==> src/smp_pkg.sv <==
// Constants, types and register map of the serial byte port.
// Assumes a 10 MHz system clock and a 32-bit classic Wishbone master.
`default_nettype none

package smp_pkg;

    // Register indices; byte address is four times the index
    localparam logic [7:0] IDX_DATA  = 8'h3C;
    localparam logic [7:0] IDX_CFG   = 8'h3D;
    localparam logic [7:0] IDX_STAT  = 8'h3E;
    localparam logic [7:0] IDX_CLAIM = 8'h3F;

    localparam logic [7:0] RST_DATA  = 8'h00;
    localparam logic [7:0] RST_CFG   = 8'h00;
    localparam logic [3:0] RST_CLAIM = 4'h0;

    // Status register fields
    localparam int STAT_RXCNT_LO = 0;
    localparam int STAT_TXFULL   = 2;
    localparam int STAT_BUSY     = 3;

    // Role encodings
    localparam logic [1:0] ROLE_OFF    = 2'h0;
    localparam logic [1:0] ROLE_MASTER = 2'h1;
    localparam logic [1:0] ROLE_SLAVE  = 2'h2;

    // Divisors of the processor core clock per serial clock period
    localparam int DIV_SEL0 = 6;
    localparam int DIV_SEL1 = 12;
    localparam int DIV_SEL2 = 48;
    localparam int DIV_SEL3 = 96;

    // Pin indices along the four consecutive port pins
    localparam int PIN_MOSI = 0;
    localparam int PIN_SEL  = 1;
    localparam int PIN_MISO = 2;
    localparam int PIN_SCLK = 3;

    localparam logic [3:0] LAST_EDGE = 4'hF;
    localparam logic [1:0] RX_DEPTH  = 2'h2;

    typedef struct packed {
        logic       swap;
        logic       lsb_first;
        logic [1:0] role;
        logic       cpol;
        logic       cpha;
        logic [1:0] sclk_sel;
    } smp_cfg_s;

    typedef struct packed {
        logic [3:0] lvl;
        logic [3:0] oe_n;
    } smp_pins_s;

    typedef enum logic {SMP_IDLE, SMP_SHIFT} smp_state_e;

endpackage : smp_pkg

`default_nettype wire

==> src/smp_spi_port.sv <==
// Serial byte port, master or slave, behind a Wishbone slave.
// Assumes pin inputs are asynchronous and port logic supplies GPIO defaults.
`default_nettype none

module smp_spi_port (
    input  wire logic        clk_i,
    input  wire logic        rst_i,
    input  wire logic        wb_cyc_i,
    input  wire logic        wb_stb_i,
    input  wire logic        wb_we_i,
    input  wire logic [7:0]  wb_adr_i,
    input  wire logic [3:0]  wb_sel_i,
    input  wire logic [31:0] wb_dat_i,
    output logic      [31:0] wb_dat_o,
    output logic             wb_ack_o,
    input  wire logic [3:0]  pin_i,
    output logic      [3:0]  pin_o,
    output logic      [3:0]  pin_oe_n_o,
    input  wire logic [3:0]  port_lvl_i,
    input  wire logic [3:0]  port_oe_n_i,
    output logic             rx_ready_evt_o,
    output logic             tx_empty_evt_o
);

    function automatic logic [5:0] half_cnt(input logic [1:0] sel);
        int d;
        case (sel)
            2'h0:    d = smp_pkg::DIV_SEL0;
            2'h1:    d = smp_pkg::DIV_SEL1;
            2'h2:    d = smp_pkg::DIV_SEL2;
            default: d = smp_pkg::DIV_SEL3;
        endcase
        half_cnt = 6'(d / 2 - 1);
    endfunction : half_cnt

    smp_pkg::smp_cfg_s   cfg_r;
    logic [3:0]          claim_r;
    logic [7:0]          tx_hold_r;
    logic                tx_full_r;
    logic [7:0]          rx_mem_r [2];
    logic                wp_r;
    logic                rp_r;
    logic [1:0]          rx_cnt_r;
    logic [3:0]          s1_r;
    logic [3:0]          s2_r;
    logic [3:0]          s3_r;
    smp_pkg::smp_state_e state_r;
    smp_pkg::smp_state_e state_nxt;
    logic [7:0]          tx_sh_r;
    logic [7:0]          tx_sh_nxt;
    logic [7:0]          rx_sh_r;
    logic [7:0]          rx_sh_nxt;
    logic [3:0]          ecnt_r;
    logic [3:0]          ecnt_nxt;
    logic [5:0]          hc_r;
    logic [5:0]          hc_nxt;
    logic                sclk_r;
    logic                sclk_nxt;
    logic                done;
    logic                load;
    logic                samp_r;
    logic                fin_r;
    logic                ack_r;
    logic [31:0]         dat_r;
    logic                rx_evt_r;
    logic                tx_evt_r;
    smp_pkg::smp_pins_s  pins_r;
    smp_pkg::smp_pins_s  pins_nxt;

    // Bus decode
    wire        acc     = wb_cyc_i & wb_stb_i & ~ack_r;
    wire [7:0]  idx     = {2'h0, wb_adr_i[7:2]};
    wire        wr      = acc & wb_we_i & wb_sel_i[0];
    wire        rd      = acc & ~wb_we_i;
    wire        wr_data = wr & (idx == smp_pkg::IDX_DATA);
    wire        wr_cfg  = wr & (idx == smp_pkg::IDX_CFG);
    wire        wr_clm  = wr & (idx == smp_pkg::IDX_CLAIM);
    wire        rd_data = rd & (idx == smp_pkg::IDX_DATA);

    // Role and link decode
    wire        master  = cfg_r.role == smp_pkg::ROLE_MASTER;
    wire        slave   = cfg_r.role == smp_pkg::ROLE_SLAVE;
    wire        enabled = master | slave;
    wire        busy    = state_r == smp_pkg::SMP_SHIFT;
    wire        sel_act = slave & ~s2_r[smp_pkg::PIN_SEL];
    wire [5:0]  half    = half_cnt(cfg_r.sclk_sel);
    wire        m_edge  = master & busy & (hc_r == 6'h00);
    wire        s_edge  = slave & busy & (s2_r[smp_pkg::PIN_SCLK] ^ s3_r[smp_pkg::PIN_SCLK]);
    wire        edge_ev = m_edge | s_edge;
    wire        new_lvl = master ? ~sclk_r : s2_r[smp_pkg::PIN_SCLK];
    wire        lead    = new_lvl != cfg_r.cpol;
    wire        drv_mo  = master ^ cfg_r.swap;
    wire        din     = drv_mo ? s2_r[smp_pkg::PIN_MISO] : s2_r[smp_pkg::PIN_MOSI];
    wire        dout    = cfg_r.lsb_first ? tx_sh_r[0] : tx_sh_r[7];
    wire        rx_room = rx_cnt_r != smp_pkg::RX_DEPTH;
    wire        start   = (master & tx_full_r & rx_room & ~fin_r) | sel_act;
    wire        nz_edge = ecnt_r != 4'h0;
    wire        launch  = edge_ev & (cfg_r.cpha ? (lead & nz_edge) : ~lead);
    wire        sample  = edge_ev & (cfg_r.cpha ? ~lead : lead);
    wire        last    = edge_ev & (ecnt_r == smp_pkg::LAST_EDGE);
    wire        abort   = ~enabled | (slave & s2_r[smp_pkg::PIN_SEL]);
    wire        push    = fin_r & rx_room;
    wire        pop     = rd_data & (rx_cnt_r != 2'h0);
    wire [7:0]  rx_head = rx_mem_r[rp_r];
    wire [7:0]  stat    = {4'h0, busy, tx_full_r, rx_cnt_r};
    wire [31:0] rd_mux  = (idx == smp_pkg::IDX_DATA)  ? {24'h0, rx_head} :
                          (idx == smp_pkg::IDX_CFG)   ? {24'h0, cfg_r} :
                          (idx == smp_pkg::IDX_STAT)  ? {24'h0, stat} :
                          (idx == smp_pkg::IDX_CLAIM) ? {28'h0, claim_r} : 32'h0;

    // Shift engine
    always_comb begin
        state_nxt = state_r;
        tx_sh_nxt = tx_sh_r;
        rx_sh_nxt = rx_sh_r;
        ecnt_nxt  = ecnt_r;
        hc_nxt    = hc_r;
        sclk_nxt  = sclk_r;
        done      = 1'b0;
        load      = 1'b0;
        case (state_r)
            smp_pkg::SMP_IDLE: begin
                sclk_nxt = cfg_r.cpol;
                if (enabled & start) begin
                    state_nxt = smp_pkg::SMP_SHIFT;
                    tx_sh_nxt = tx_full_r ? tx_hold_r : 8'h00;
                    load      = tx_full_r;
                    ecnt_nxt  = 4'h0;
                    hc_nxt    = half;
                end
            end
            smp_pkg::SMP_SHIFT: begin
                if (abort) begin
                    state_nxt = smp_pkg::SMP_IDLE;
                end else begin
                    if (master) begin
                        hc_nxt = (hc_r == 6'h00) ? half : hc_r - 6'h01;
                    end
                    if (m_edge) begin
                        sclk_nxt = ~sclk_r;
                    end
                    if (launch) begin
                        tx_sh_nxt = cfg_r.lsb_first ? {1'b0, tx_sh_r[7:1]}
                                                    : {tx_sh_r[6:0], 1'b0};
                    end
                    if (edge_ev) begin
                        ecnt_nxt = ecnt_r + 4'h1;
                    end
                    if (last) begin
                        done      = 1'b1;
                        state_nxt = smp_pkg::SMP_IDLE;
                    end
                end
            end
            default: begin
                state_nxt = smp_pkg::SMP_IDLE;
            end
        endcase
        // Sample a cycle late so the returned bit has passed the synchroniser
        if (samp_r) begin
            rx_sh_nxt = cfg_r.lsb_first ? {din, rx_sh_r[7:1]}
                                        : {rx_sh_r[6:0], din};
        end
    end

    // Pin ownership and direction
    always_comb begin
        logic [3:0] ser_lvl;
        logic [3:0] ser_oe_n;
        logic       dat_drv;
        ser_lvl  = 4'h0;
        ser_oe_n = 4'hF;
        dat_drv  = master | sel_act;
        ser_lvl[smp_pkg::PIN_SCLK]  = sclk_r;
        ser_oe_n[smp_pkg::PIN_SCLK] = ~master;
        ser_lvl[smp_pkg::PIN_MOSI]  = dout;
        ser_oe_n[smp_pkg::PIN_MOSI] = ~(drv_mo & dat_drv);
        ser_lvl[smp_pkg::PIN_MISO]  = dout;
        ser_oe_n[smp_pkg::PIN_MISO] = ~(~drv_mo & dat_drv);
        ser_lvl[smp_pkg::PIN_SEL]   = master ? ~(busy | fin_r) : port_lvl_i[smp_pkg::PIN_SEL];
        ser_oe_n[smp_pkg::PIN_SEL]  = port_oe_n_i[smp_pkg::PIN_SEL];
        for (int i = 0; i < 4; i++) begin
            if (claim_r[i] & enabled) begin
                pins_nxt.lvl[i]  = ser_lvl[i];
                pins_nxt.oe_n[i] = ser_oe_n[i];
            end else begin
                pins_nxt.lvl[i]  = port_lvl_i[i];
                pins_nxt.oe_n[i] = port_oe_n_i[i];
            end
        end
    end

    // Pin input synchronisers
    always_ff @(posedge clk_i) begin
        s1_r <= pin_i;
        s2_r <= s1_r;
        s3_r <= s2_r;
    end

    always_ff @(posedge clk_i) begin
        if (rst_i) begin
            state_r <= smp_pkg::SMP_IDLE;
            tx_sh_r <= 8'h00;
            rx_sh_r <= 8'h00;
            ecnt_r  <= 4'h0;
            hc_r    <= 6'h00;
            sclk_r  <= 1'b0;
            samp_r  <= 1'b0;
            fin_r   <= 1'b0;
        end else begin
            state_r <= state_nxt;
            tx_sh_r <= tx_sh_nxt;
            rx_sh_r <= rx_sh_nxt;
            ecnt_r  <= ecnt_nxt;
            hc_r    <= hc_nxt;
            sclk_r  <= sclk_nxt;
            samp_r  <= sample & ~abort;
            fin_r   <= done;
        end
    end

    // Configuration and claim registers
    always_ff @(posedge clk_i) begin
        if (rst_i) begin
            cfg_r   <= smp_pkg::RST_CFG;
            claim_r <= smp_pkg::RST_CLAIM;
        end else begin
            if (wr_cfg) begin
                cfg_r <= wb_dat_i[7:0];
            end
            if (wr_clm) begin
                claim_r <= wb_dat_i[3:0];
            end
        end
    end

    // Transmit holding register; a write wins over the load
    always_ff @(posedge clk_i) begin
        if (rst_i) begin
            tx_hold_r <= smp_pkg::RST_DATA;
            tx_full_r <= 1'b0;
        end else if (wr_data) begin
            tx_hold_r <= wb_dat_i[7:0];
            tx_full_r <= 1'b1;
        end else if (load) begin
            tx_full_r <= 1'b0;
        end
    end

    // Two-entry receive buffer
    always_ff @(posedge clk_i) begin
        if (rst_i) begin
            rx_mem_r[0] <= smp_pkg::RST_DATA;
            rx_mem_r[1] <= smp_pkg::RST_DATA;
            wp_r        <= 1'b0;
            rp_r        <= 1'b0;
            rx_cnt_r    <= 2'h0;
        end else begin
            if (push) begin
                rx_mem_r[wp_r] <= rx_sh_nxt;
                wp_r           <= ~wp_r;
            end
            if (pop) begin
                rp_r <= ~rp_r;
            end
            rx_cnt_r <= rx_cnt_r + {1'b0, push} - {1'b0, pop};
        end
    end

    // Bus answer, events and registered pins
    always_ff @(posedge clk_i) begin
        if (rst_i) begin
            ack_r    <= 1'b0;
            dat_r    <= 32'h0;
            rx_evt_r <= 1'b0;
            tx_evt_r <= 1'b0;
            pins_r   <= {4'h0, 4'hF};
        end else begin
            ack_r    <= acc;
            dat_r    <= acc ? rd_mux : dat_r;
            rx_evt_r <= push;
            tx_evt_r <= load;
            pins_r   <= pins_nxt;
        end
    end

    assign wb_ack_o       = ack_r;
    assign wb_dat_o       = dat_r;
    assign rx_ready_evt_o = rx_evt_r;
    assign tx_empty_evt_o = tx_evt_r;
    assign pin_o          = pins_r.lvl;
    assign pin_oe_n_o     = pins_r.oe_n;

endmodule : smp_spi_port

`default_nettype wire

==> config.mk <==
export PLATFORM = sky130hd
export DESIGN_NAME = smp_spi_port
export DESIGN_NICKNAME = d
export VERILOG_FILES = /design/src/smp_pkg.sv /design/src/smp_spi_port.sv
export SDC_FILE = /design/constraint.sdc
export NUM_CORES = 1
export LEC_CHECK = 0
export ABC_AREA = 0
export BUFFER_PORTS_ARGS = -buffer_cell sky130_fd_sc_hd__buf_2
export CAP_MARGIN = 0
export CORE_ASPECT_RATIO = 0.9
export CORE_MARGIN = 2
export CORE_UTILIZATION = 54
export CTS_BUF_LIST = sky130_fd_sc_hd__clkbuf_16
export DETAILED_ROUTE_END_ITERATION = 12
export PLACE_DENSITY = 0.79
export SLEW_MARGIN = 20
export SYNTH_ARGS = -nofsm -noshare
export SYNTH_HDL_FRONTEND = slang
export SYNTH_SLANG_ARGS = --single-unit
==> constraint.sdc <==
create_clock -name clk_i -period 2.35 [get_ports clk_i]
set_input_delay 0.1175 -clock clk_i [delete_from_list [all_inputs] [get_ports clk_i]]
set_output_delay 0.1175 -clock clk_i [all_outputs]
set_load 0.05 [all_outputs]
==> results of run 1 <==
[per-layer routing]
| layer | track usage | wire length (um) |
|---|---|---|
| met1 | 0.312 | 4790 |
| met5 | 0 | 0 |
| met2 | 0.335 | 4630 |
| met4 | 0.0680 | 131 |
| met3 | 0.0448 | 668 |
[path summary, 6_finish.rpt]
| path | endpoint | cells after the start |
|---|---|---|
| worst max register to register | tx_sh_r[7] | 7 |
| worst max-delay path | tx_sh_r[7] | 7 |
| worst min register to register | s2_r[3] | 0 |
| worst min-delay path | pin_o[1] | 3 |
[report_power, final]
part	switching [W]	total (W)	internal [W]	leakage [nW]
registers	0.0000135	0.00178	0.00177	0.845
logic	0.000219	0.000284	0.0000649	1.11
clock network	0.000646	0.00148	0.000831	0.146
total	0.000879	0.00355	0.00267	2.10
[stage by stage]
stage	hold WS, ps	instances	power (W)	worst slack [ps]	utilization
final	18.7	680	0.00355	124	0.636
after global routing	44.0	680	0.00365	43.5	0.636
after CTS	20.0	680	0.00357	125	0.634
after detailed placement	221	658	0.00210	129	0.593
after global placement	220	658	0.00209	185	0.593
after floorplan	145	524	0.00206	262	-
[state kept, by name, summed over array words and instances (netlist names), 2 cells and up, named ones only]
name        cells
s1_r            4
cfg_r           8
pin_o           4
rx_mem_r       16
wb_dat_o        8
tx_hold_r       8
rx_cnt_r        2
s2_r            4
claim_r         4
hc_r            6
pin_oe_n_o      4
tx_sh_r         8
ecnt_r          4
rx_sh_r         8
[cell usage after synthesis (2+ instances only)]
cell,instances
dfxtp_1,84
nor2_1,80
mux2i_1,40
o21ai_0,26
a21oi_1,25
nand2_1,25
buf_4,24
inv_1,17
clkbuf_1,16
edfxtp_1,16
and3_1,12
ha_1,8
nand2b_1,8
nand3_1,8
a211oi_1,7
a211oi_2,7
nor2b_1,7
o211a_1,7
buf_2,5
a22oi_1,4
mux2_2,4
nor3_1,4
o221ai_1,4
or3_1,4
xnor2_1,4
xor2_1,4
a21o_1,3
buf_1,3
nand3b_1,3
nor3b_1,3
a211o_1,2
a31oi_1,2
and2_1,2
buf_6,2
nand4_1,2
nor4_1,2
nor4_4,2
nor4b_1,2
[logic make-up (layout without fill, tap and decap cells)]
family                     after synthesis  count (layout)  share of synthesized area
AOI/OAI and AO/OA                       97              97                      0.150
xor gates and xnor gates                 8               8                     0.0146
adders and majority gates                8               8                     0.0208
buffers and inverters                   67             104                     0.0756
DFF                                    100             100                      0.450
muxes                                   45              45                     0.0959
other                                    1              24                   0.000781
and+or+nand+nor                        175             175                      0.192
[worst reg2reg max path, cell delays in order (launching register included)]
cell      delay [ps]
dfxtp_1          430
inv_1             70
ha_1             240
nand2b_1         180
a21o_1           230
a31o_2           290
o21ai_4          330
mux2_4           340
[cells in the final DEF (no fill, tap or decap), types with 14 or more instances in the layout]
cell type,n
a21oi_1,25
edfxtp_1,16
inv_1,17
conb_1,24
buf_4,14
nor2_1,80
mux2i_1,40
buf_2,50
o21ai_0,26
nand2_1,25
dfxtp_1,84
[what timing repair did]
action                                  CTS  global route
resized for setup                         0             3
hold buffers                              6             0
hold endpoints to repair                  6             0
endpoints found under the setup margin    0            11
[final cells by class]
cell class | instances | area (um2)
tap | 119 | 149
clock buffer | 9 | 225
fill | 705 | 3140
clock inverter | 7 | 72.6
timing repair buffer | 71 | 427
sequential | 100 | 2160
multi-input combinational | 357 | 2370
inverter | 17 | 63.8
==> results.sh, run 1 <==
export IMPL_status="finished, final reports clean"
export IMPL_crit_fanout=8
export IMPL_insertion_delay_ps=350
export IMPL_synth_distinct_cells=61
export IMPL_cts_tree="built"
export IMPL_dieArea_um2=9660
export IMPL_synth_seq_cells=100
export IMPL_cts_setup_buffers=0
export IMPL_start_util=0.558
export IMPL_end_kind="flop"
export IMPL_grt_pass1_wl_um=16500
export IMPL_async_flop_share=0
export IMPL_arrival_ps=2470
export IMPL_nets=625
export IMPL_cp_num_buf_inv=1
export IMPL_peakVddDrop_v=0.000414
export IMPL_cts_made_buffers=9
export IMPL_die_w_um=103
export IMPL_finalInstanceArea_um2=5470
export IMPL_clkTransAtPathRegs_ps=70
export IMPL_crit_start="cfg_r[5]"
export IMPL_num_vias=3774
export IMPL_coreArea_um2=8610
export IMPL_avgViaCountPerCell=5.55
export IMPL_worst_slew_pin_slew_ps=578
export IMPL_max_slew_margin=0.612
export IMPL_hold_path_class="primary input to flop"
export IMPL_portBuffers=50
export IMPL_finalHoldViolCount=0
export IMPL_drt_total_wl_um=10200
export IMPL_ant_nets=0
export IMPL_crit_required_ps=2590
export IMPL_drv_slew=0
export IMPL_clock_skew_ps=11.5
export IMPL_crit_chain="inv_1, ha_1, nand2b_1, a21o_1, a31o_2, o21ai_4, mux2_4"
export IMPL_synth_edf_count=16
export IMPL_routedWlPerCell_um=15.0
export IMPL_grt_usage=0.220
export IMPL_slowest_stage="dfxtp_1"
export IMPL_place_hpwl_um=7390
export IMPL_avgSynthCellArea_um2=9.59
export IMPL_io_pins=104
export IMPL_grt_pass1_vias=3472
export IMPL_antenna_cells=0
export IMPL_maxClockFrequency_ghz=0.449
export IMPL_leakagePower_nw=2.10
export IMPL_drive_gt1_frac=0.189
export IMPL_r2r_setup_slack_ps=120
export IMPL_clockRootBuffer="clkbuf_16"
export IMPL_area_growth_pct=13.9
export IMPL_ys_seq_area_frac=0.450
export IMPL_rsz0062_at_grt="no"
export IMPL_htreeDepth=3
export IMPL_netlist_top_cell_by_area="dfxtp_1"
export IMPL_cts_sinks=100
export IMPL_antenna_found_initial=0
export IMPL_setup_tns_ps=0
export IMPL_syn_area_um2=4800
export IMPL_maxCapViolations=0
export IMPL_dpl_cell_area_um2=5100
export IMPL_syn_inst=501
export IMPL_fin_crit_ps=2230
export IMPL_setup_viol=0
export IMPL_firstDrtPassIters=4
export IMPL_ys_top_cells_by_area="dfxtp_1 35%, edfxtp_1 10%, mux2i_1 8.3%"
export IMPL_period_share=0.947
export IMPL_place_congestion=0.793
export IMPL_synth_ff_type="dfxtp_1"
export IMPL_critPathMaxStageDelay_ps=430
export IMPL_grt_start_max_net_pins=47
export IMPL_drc=0
export IMPL_synth_top_area_share=0.350
export IMPL_drt_iter0_markers=269
export IMPL_worstSetupPathType="flop to flop"
export IMPL_yosys_warnings=0
export IMPL_grt_overflow_total=0
export IMPL_num_rows=32
export IMPL_cp_start_kind="flop"
export IMPL_min_from="port_lvl_i[1]"
export IMPL_die_h_um=93.5
export IMPL_r2r_start="cfg_r[5]"
export IMPL_cts_max_path_buffers=2
export IMPL_critPathTopFamily="compound AO/OA/AOI/OAI gates"
export IMPL_powerDensity_nw_per_um2=648
Note: power is estimated with default switching activity, not from simulation.
==> run 2, diff against run 1 <==
Settings changed: ABC_AREA 0 to not set, CORE_ASPECT_RATIO 0.9 to 1.25.
==> run 2 against run 1 <==
Against the previous run: worst setup slack improved by 22 ps; combinational power barely moved; cell count rose by 0.15%; non-clock buffer count rose by 1; clock skew barely moved; total power rose by 0.31%; register-to-register slack improved by 20 ps; first-iteration DRC count fell by 22%; critical path type unchanged.
==> results.sh, run 2 (same netlist as run 1, synthesis figures left out) <==
export IMPL_maxClockFrequency_ghz=0.454
export IMPL_powerDensity_nw_per_um2=649
export IMPL_cts_tree="built"
export IMPL_start_util=0.555
export IMPL_regArea_um2=2160
export IMPL_rr_worst_depth=7
export IMPL_portBuffers=50
export IMPL_htreeDepth=3
export IMPL_worst_slew_pin_slew_ps=674
export IMPL_rsz0062_at_grt="no"
export IMPL_arrival_ps=2430
export IMPL_die_h_um=109
export IMPL_area_growth_pct=14.1
export IMPL_io_pins=104
export IMPL_grt_overflow_total=0
export IMPL_fin_crit_ps=2200
export IMPL_antenna_found_initial=0
export IMPL_clkTransAtPathRegs_ps=60
export IMPL_peakVddDrop_v=0.000632
export IMPL_min_from="port_lvl_i[3]"
export IMPL_finalHoldViolCount=0
export IMPL_dieArea_um2=9670
export IMPL_num_rows=38
export IMPL_r2r_setup_slack_ps=150
export IMPL_grt_pass1_wl_um=17100
export IMPL_drt_iter0_markers=210
export IMPL_multi_input_area_um2=2370
export IMPL_largest_reg_flops=16
export IMPL_ant_nets=0
export IMPL_antenna_cells=0
export IMPL_num_vias=3739
export IMPL_grt_usage=0.227
export IMPL_critPathMaxStageDelay_ps=410
export IMPL_clockRootBuffer="clkbuf_16"
export IMPL_crit_fanout=8
export IMPL_cts_made_buffers=9
export IMPL_cp_num_buf_inv=1
export IMPL_cts_setup_buffers=0
export IMPL_n_fill_cell=718
export IMPL_clock_skew_ps=11.4
export IMPL_post_place_ws_ps=69.0
export IMPL_insertion_delay_ps=340
export IMPL_worstSetupPathType="flop to flop"
export IMPL_nets=626
export IMPL_place_hpwl_um=7750
export IMPL_cts_sinks=100
export IMPL_final_cell_mix="84 x dfxtp_1, 80 x nor2_1, 50 x buf_2, 40 x mux2i_1, 26 x o21ai_0"
export IMPL_period_share=0.938
export IMPL_hold_end="pin_o[3]"
export IMPL_place_congestion=0.850
export IMPL_slowest_stage="dfxtp_1"
export IMPL_drv_slew=0
export IMPL_cts_max_path_buffers=2
export IMPL_max_slew_margin=0.550
export IMPL_top_register="rx_mem_r"
export IMPL_drt_total_wl_um=10400
export IMPL_r2r_start="cfg_r[5]"
export IMPL_setup_tns_ps=0
export IMPL_drc=0
export IMPL_end_kind="flop"
export IMPL_critPathTopFamily="compound AO/OA/AOI/OAI gates"
export IMPL_hold_path_class="primary input to flop"
export IMPL_maxCapViolations=0
export IMPL_die_w_um=88.3
export IMPL_status="finished, final reports clean"
export IMPL_setup_ws_ps=146
export IMPL_avgViaCountPerCell=5.49
export IMPL_leakagePower_nw=2.11
export IMPL_routedWlPerCell_um=15.3
export IMPL_grt_start_max_net_pins=38
export IMPL_final_common_cell="dfxtp_1"
export IMPL_r2r_end="tx_sh_r[7]"
export IMPL_drive_gt1_frac=0.189
export IMPL_firstDrtPassIters=5
export IMPL_hold_depth=3
export IMPL_grt_pass1_vias=3687
export IMPL_setup_viol=0
export IMPL_coreArea_um2=8650
export IMPL_crit_required_ps=2570
export IMPL_cp_start_kind="flop"
export IMPL_crit_chain="inv_1, ha_1, nand2b_1, a21o_1, a31o_2, o21ai_4, mux2_4"
## run 2: cell count changes in the layout (fill, tap and decap cells not counted), sizes merged
cell    before  now
buf         65   66
clkbuf       9   10
clkinv       3    1
## run 2: worst reg2reg max path: cells and delay by family, from the launching register on
family                   cells  cell delay [ps]
AO/OA/AOI/OAI                3              850
adder cells (fa/ha/maj)      1              250
buffers and inverters        1               60
flip-flops                   1              410
multiplexers                 1              340
AND/OR/NAND/NOR              1              190
## run 2: worst max path at each step
| stage | from | endpoint | cells past startpoint |
|---|---|---|---|
| 2_1_floorplan | cfg_r[5] | tx_sh_r[7] | 8 |
| 3_3_place_gp | cfg_r[4] | tx_sh_r[7] | 7 |
| 3_5_place_dp | cfg_r[4] | tx_sh_r[7] | 7 |
| 4_1_cts | cfg_r[4] | tx_sh_r[7] | 7 |
| 5_1_grt | cfg_r[5] | rx_mem_r[1][0] | 8 |
| 6_report | cfg_r[5] | tx_sh_r[7] | 7 |
## run 2: routing by layer
layer | vias up | share of wire | track usage
li1 | 1825 | - | -
met1 | 1787 | 0.40 | 0.249
met2 | 99 | 0.53 | 0.412
met3 | 28 | 0.040 | 0.0458
met4 | 0 | 0.033 | 0.104
met5 | - | 0 | 0
## run 2: repair_timing
item	in CTS	in global routing
setup endpoints to repair	0	11
endpoints found under the hold margin	6	0
resized for setup	0	2
hold buffers	6	0
## run 2: area by class of cell
class                   instances  area share
clock buffers                  10      0.0457
clock inverters                 5     0.00937
inverters                      17      0.0116
multi-input cells             357       0.432
flip-flops and latches        100       0.395
well taps                     120      0.0274
repair buffers                 72      0.0793
## run 2: through the flow
stage	hold slack (ps)	util	total power (W)	cells	area, um2
finish	17.8	0.633	0.00356	681	5480
CTS	20.3	0.632	0.00357	681	5470
global route	56.7	0.633	0.00366	681	5480
floorplan	145	-	0.00206	524	4890
detailed placement	222	0.591	0.00210	660	5110
global placement	221	0.591	0.00209	660	5110
## run 2: power breakdown
group          internal [W]  leakage (nW)  total (W)  switching, W
logic             0.0000649          1.11   0.000285      0.000220
registers           0.00177         0.845    0.00178     0.0000133
clock network      0.000879         0.155    0.00149      0.000608
==> run 3, diff against run 2 <==
Settings changed: BUFFER_PORTS_ARGS -buffer_cell sky130_fd_sc_hd__buf_2 to not set, CORE_UTILIZATION 54 to 40, DONT_BUFFER_PORTS set to 1, PLACE_DENSITY 0.79 to not set.
==> run 3 against run 2 <==
Against the previous run: routed wire length rose by 2.8%; worst setup slack improved by 52 ps; sequential power grew 3%; sequential share of layout area is 0.18 points higher; largest power group unchanged.
==> results.sh, run 3 (same netlist as run 1, synthesis figures left out) <==
export IMPL_status="finished, final reports clean"
export IMPL_finalHoldViolCount=0
export IMPL_drt_iter0_markers=152
export IMPL_largest_reg_flops=16
export IMPL_drt_total_wl_um=10700
export IMPL_routedWlPerCell_um=15.6
export IMPL_end_kind="flop"
export IMPL_p_sw_w=0.000880
export IMPL_maxCapViolations=0
export IMPL_instances_no_fill=688
export IMPL_clockRootBuffer="clkbuf_16"
export IMPL_crit_required_ps=2610
export IMPL_setup_viol=0
export IMPL_finalInstanceArea_um2=5450
export IMPL_final_cell_mix="84 x dfxtp_1, 80 x nor2_1, 40 x mux2i_1, 26 x o21ai_0"
export IMPL_clkPwrFrac=0.438
export IMPL_grt_overflow_total=0
export IMPL_setup_ws_ps=198
export IMPL_antenna_found_initial=0
export IMPL_final_util=0.467
export IMPL_rsz0062_at_grt="no"
export IMPL_crit_fanout=7
export IMPL_swShare=0.242
export IMPL_rr_worst_depth=8
export IMPL_cp_start_kind="flop"
export IMPL_nets=591
export IMPL_post_cts_resized=0
export IMPL_clock_skew_ps=7.17
export IMPL_dp_cells=652
export IMPL_area_growth_pct=13.5
export IMPL_grt_start_max_net_pins=73
export IMPL_hold_path_class="primary input to flop"
export IMPL_max_slew_margin=0.602
export IMPL_p_int_w=0.00276
export IMPL_setup_tns_ps=0
export IMPL_clkTransAtPathRegs_ps=70
export IMPL_worst_slew_pin_slew_ps=594
export IMPL_ant_nets=0
export IMPL_grt_pass1_wl_um=17400
export IMPL_num_rows=44
export IMPL_fin_crit_ps=2150
export IMPL_peakVddDrop_v=0.000397
export IMPL_cts_setup_buffers=0
export IMPL_insertion_delay_ps=350
export IMPL_leakagePower_nw=1.98
export IMPL_cts_sinks=100
export IMPL_io_pins=104
export IMPL_place_congestion=0.816
export IMPL_final_common_cell="dfxtp_1"
export IMPL_firstDrtPassIters=4
export IMPL_die_h_um=127
export IMPL_htreeDepth=3
export IMPL_coreArea_um2=11700
export IMPL_power_frac_comb=0.056
export IMPL_cts_max_path_buffers=2
export IMPL_period_share=0.916
export IMPL_top_register="rx_mem_r"
export IMPL_num_vias=3537
export IMPL_maxClockFrequency_ghz=0.465
export IMPL_grt_usage=0.173
export IMPL_powerDensity_nw_per_um2=667
export IMPL_cts_tree="built"
export IMPL_power_frac_seq=0.506
export IMPL_drc=0
export IMPL_hold_depth=2
export IMPL_drv_slew=0
export IMPL_dpl_cell_area_um2=4920
export IMPL_dieArea_um2=12900
export IMPL_n_fill_cell=1157
export IMPL_die_w_um=102
export IMPL_cts_made_buffers=9
export IMPL_drive_gt1_frac=0.110
export IMPL_portBuffers=0
export IMPL_post_place_ws_ps=163
export IMPL_start_util=0.411
export IMPL_avgViaCountPerCell=5.14
export IMPL_antenna_cells=0
export IMPL_arrival_ps=2420
export IMPL_place_hpwl_um=7520
export IMPL_worstSetupPathType="flop to flop"
export IMPL_grt_pass1_vias=3466
-- run 3: stage by stage --
stage	hold WS, ps	power [W]
after floorplan	145	0.00206
after CTS	8.03	0.00367
after global placement	145	0.00202
after global routing	31.0	0.00376
final	11.7	0.00364
after detailed placement	145	0.00203
-- run 3: metal layers --
| layer | up-vias | GRT usage | routed length, um |
|---|---|---|---|
| met4 | 0 | 0.0839 | 264 |
| met2 | 80 | 0.293 | 5480 |
| met1 | 1684 | 0.213 | 4530 |
| met3 | 20 | 0.0253 | 444 |
| met5 | - | 0 | 0 |
| li1 | 1753 | - | - |
-- run 3: power by group through the flow --
stage | sequential, W | combinational [W] | clock [W]
global route | 0.00184 | 0.000219 | 0.00170
floorplan | 0.00188 | 0.000181 | 0
finish | 0.00184 | 0.000205 | 0.00159
CTS | 0.00184 | 0.000205 | 0.00162
detailed placement | 0.00188 | 0.000147 | 0
global placement | 0.00188 | 0.000146 | 0
-- run 3: final timing paths --
kind	startpoint	end	slack, ps
max	cfg_r[4]	tx_sh_r[2]	200
min	wb_stb_i	wb_ack_o	10
max reg2reg	cfg_r[4]	tx_sh_r[2]	200
min reg2reg	s1_r[0]	s2_r[0]	330
-- run 3: layout make-up --
| cell class | instances | area [um2] | share of cell area |
|---|---|---|---|
| Clock buffer | 9 | 225 | 0.0413 |
| Clock inverter | 7 | 91.3 | 0.0168 |
| Inverter | 17 | 63.8 | 0.0117 |
| Multi-Input combinational cell | 357 | 2360 | 0.433 |
| Sequential cell | 100 | 2160 | 0.397 |
| Tap cell | 161 | 201 | 0.0369 |
| Timing Repair Buffer | 37 | 345 | 0.0633 |
-- run 3: timing repair --
item                                   CTS  global route
endpoints found under the hold margin   76             0
hold buffers                            20             0
setup endpoints to repair                0             1
-- run 3: critical path: stages, from the launching register on --
cell and delay, ps:
dfxtp_1 390, inv_1 60, ha_1 390, nor4b_4 280, nand3_1 170, a32oi_4 280, o21ai_4 110, buf_4 170
a211oi_2 220
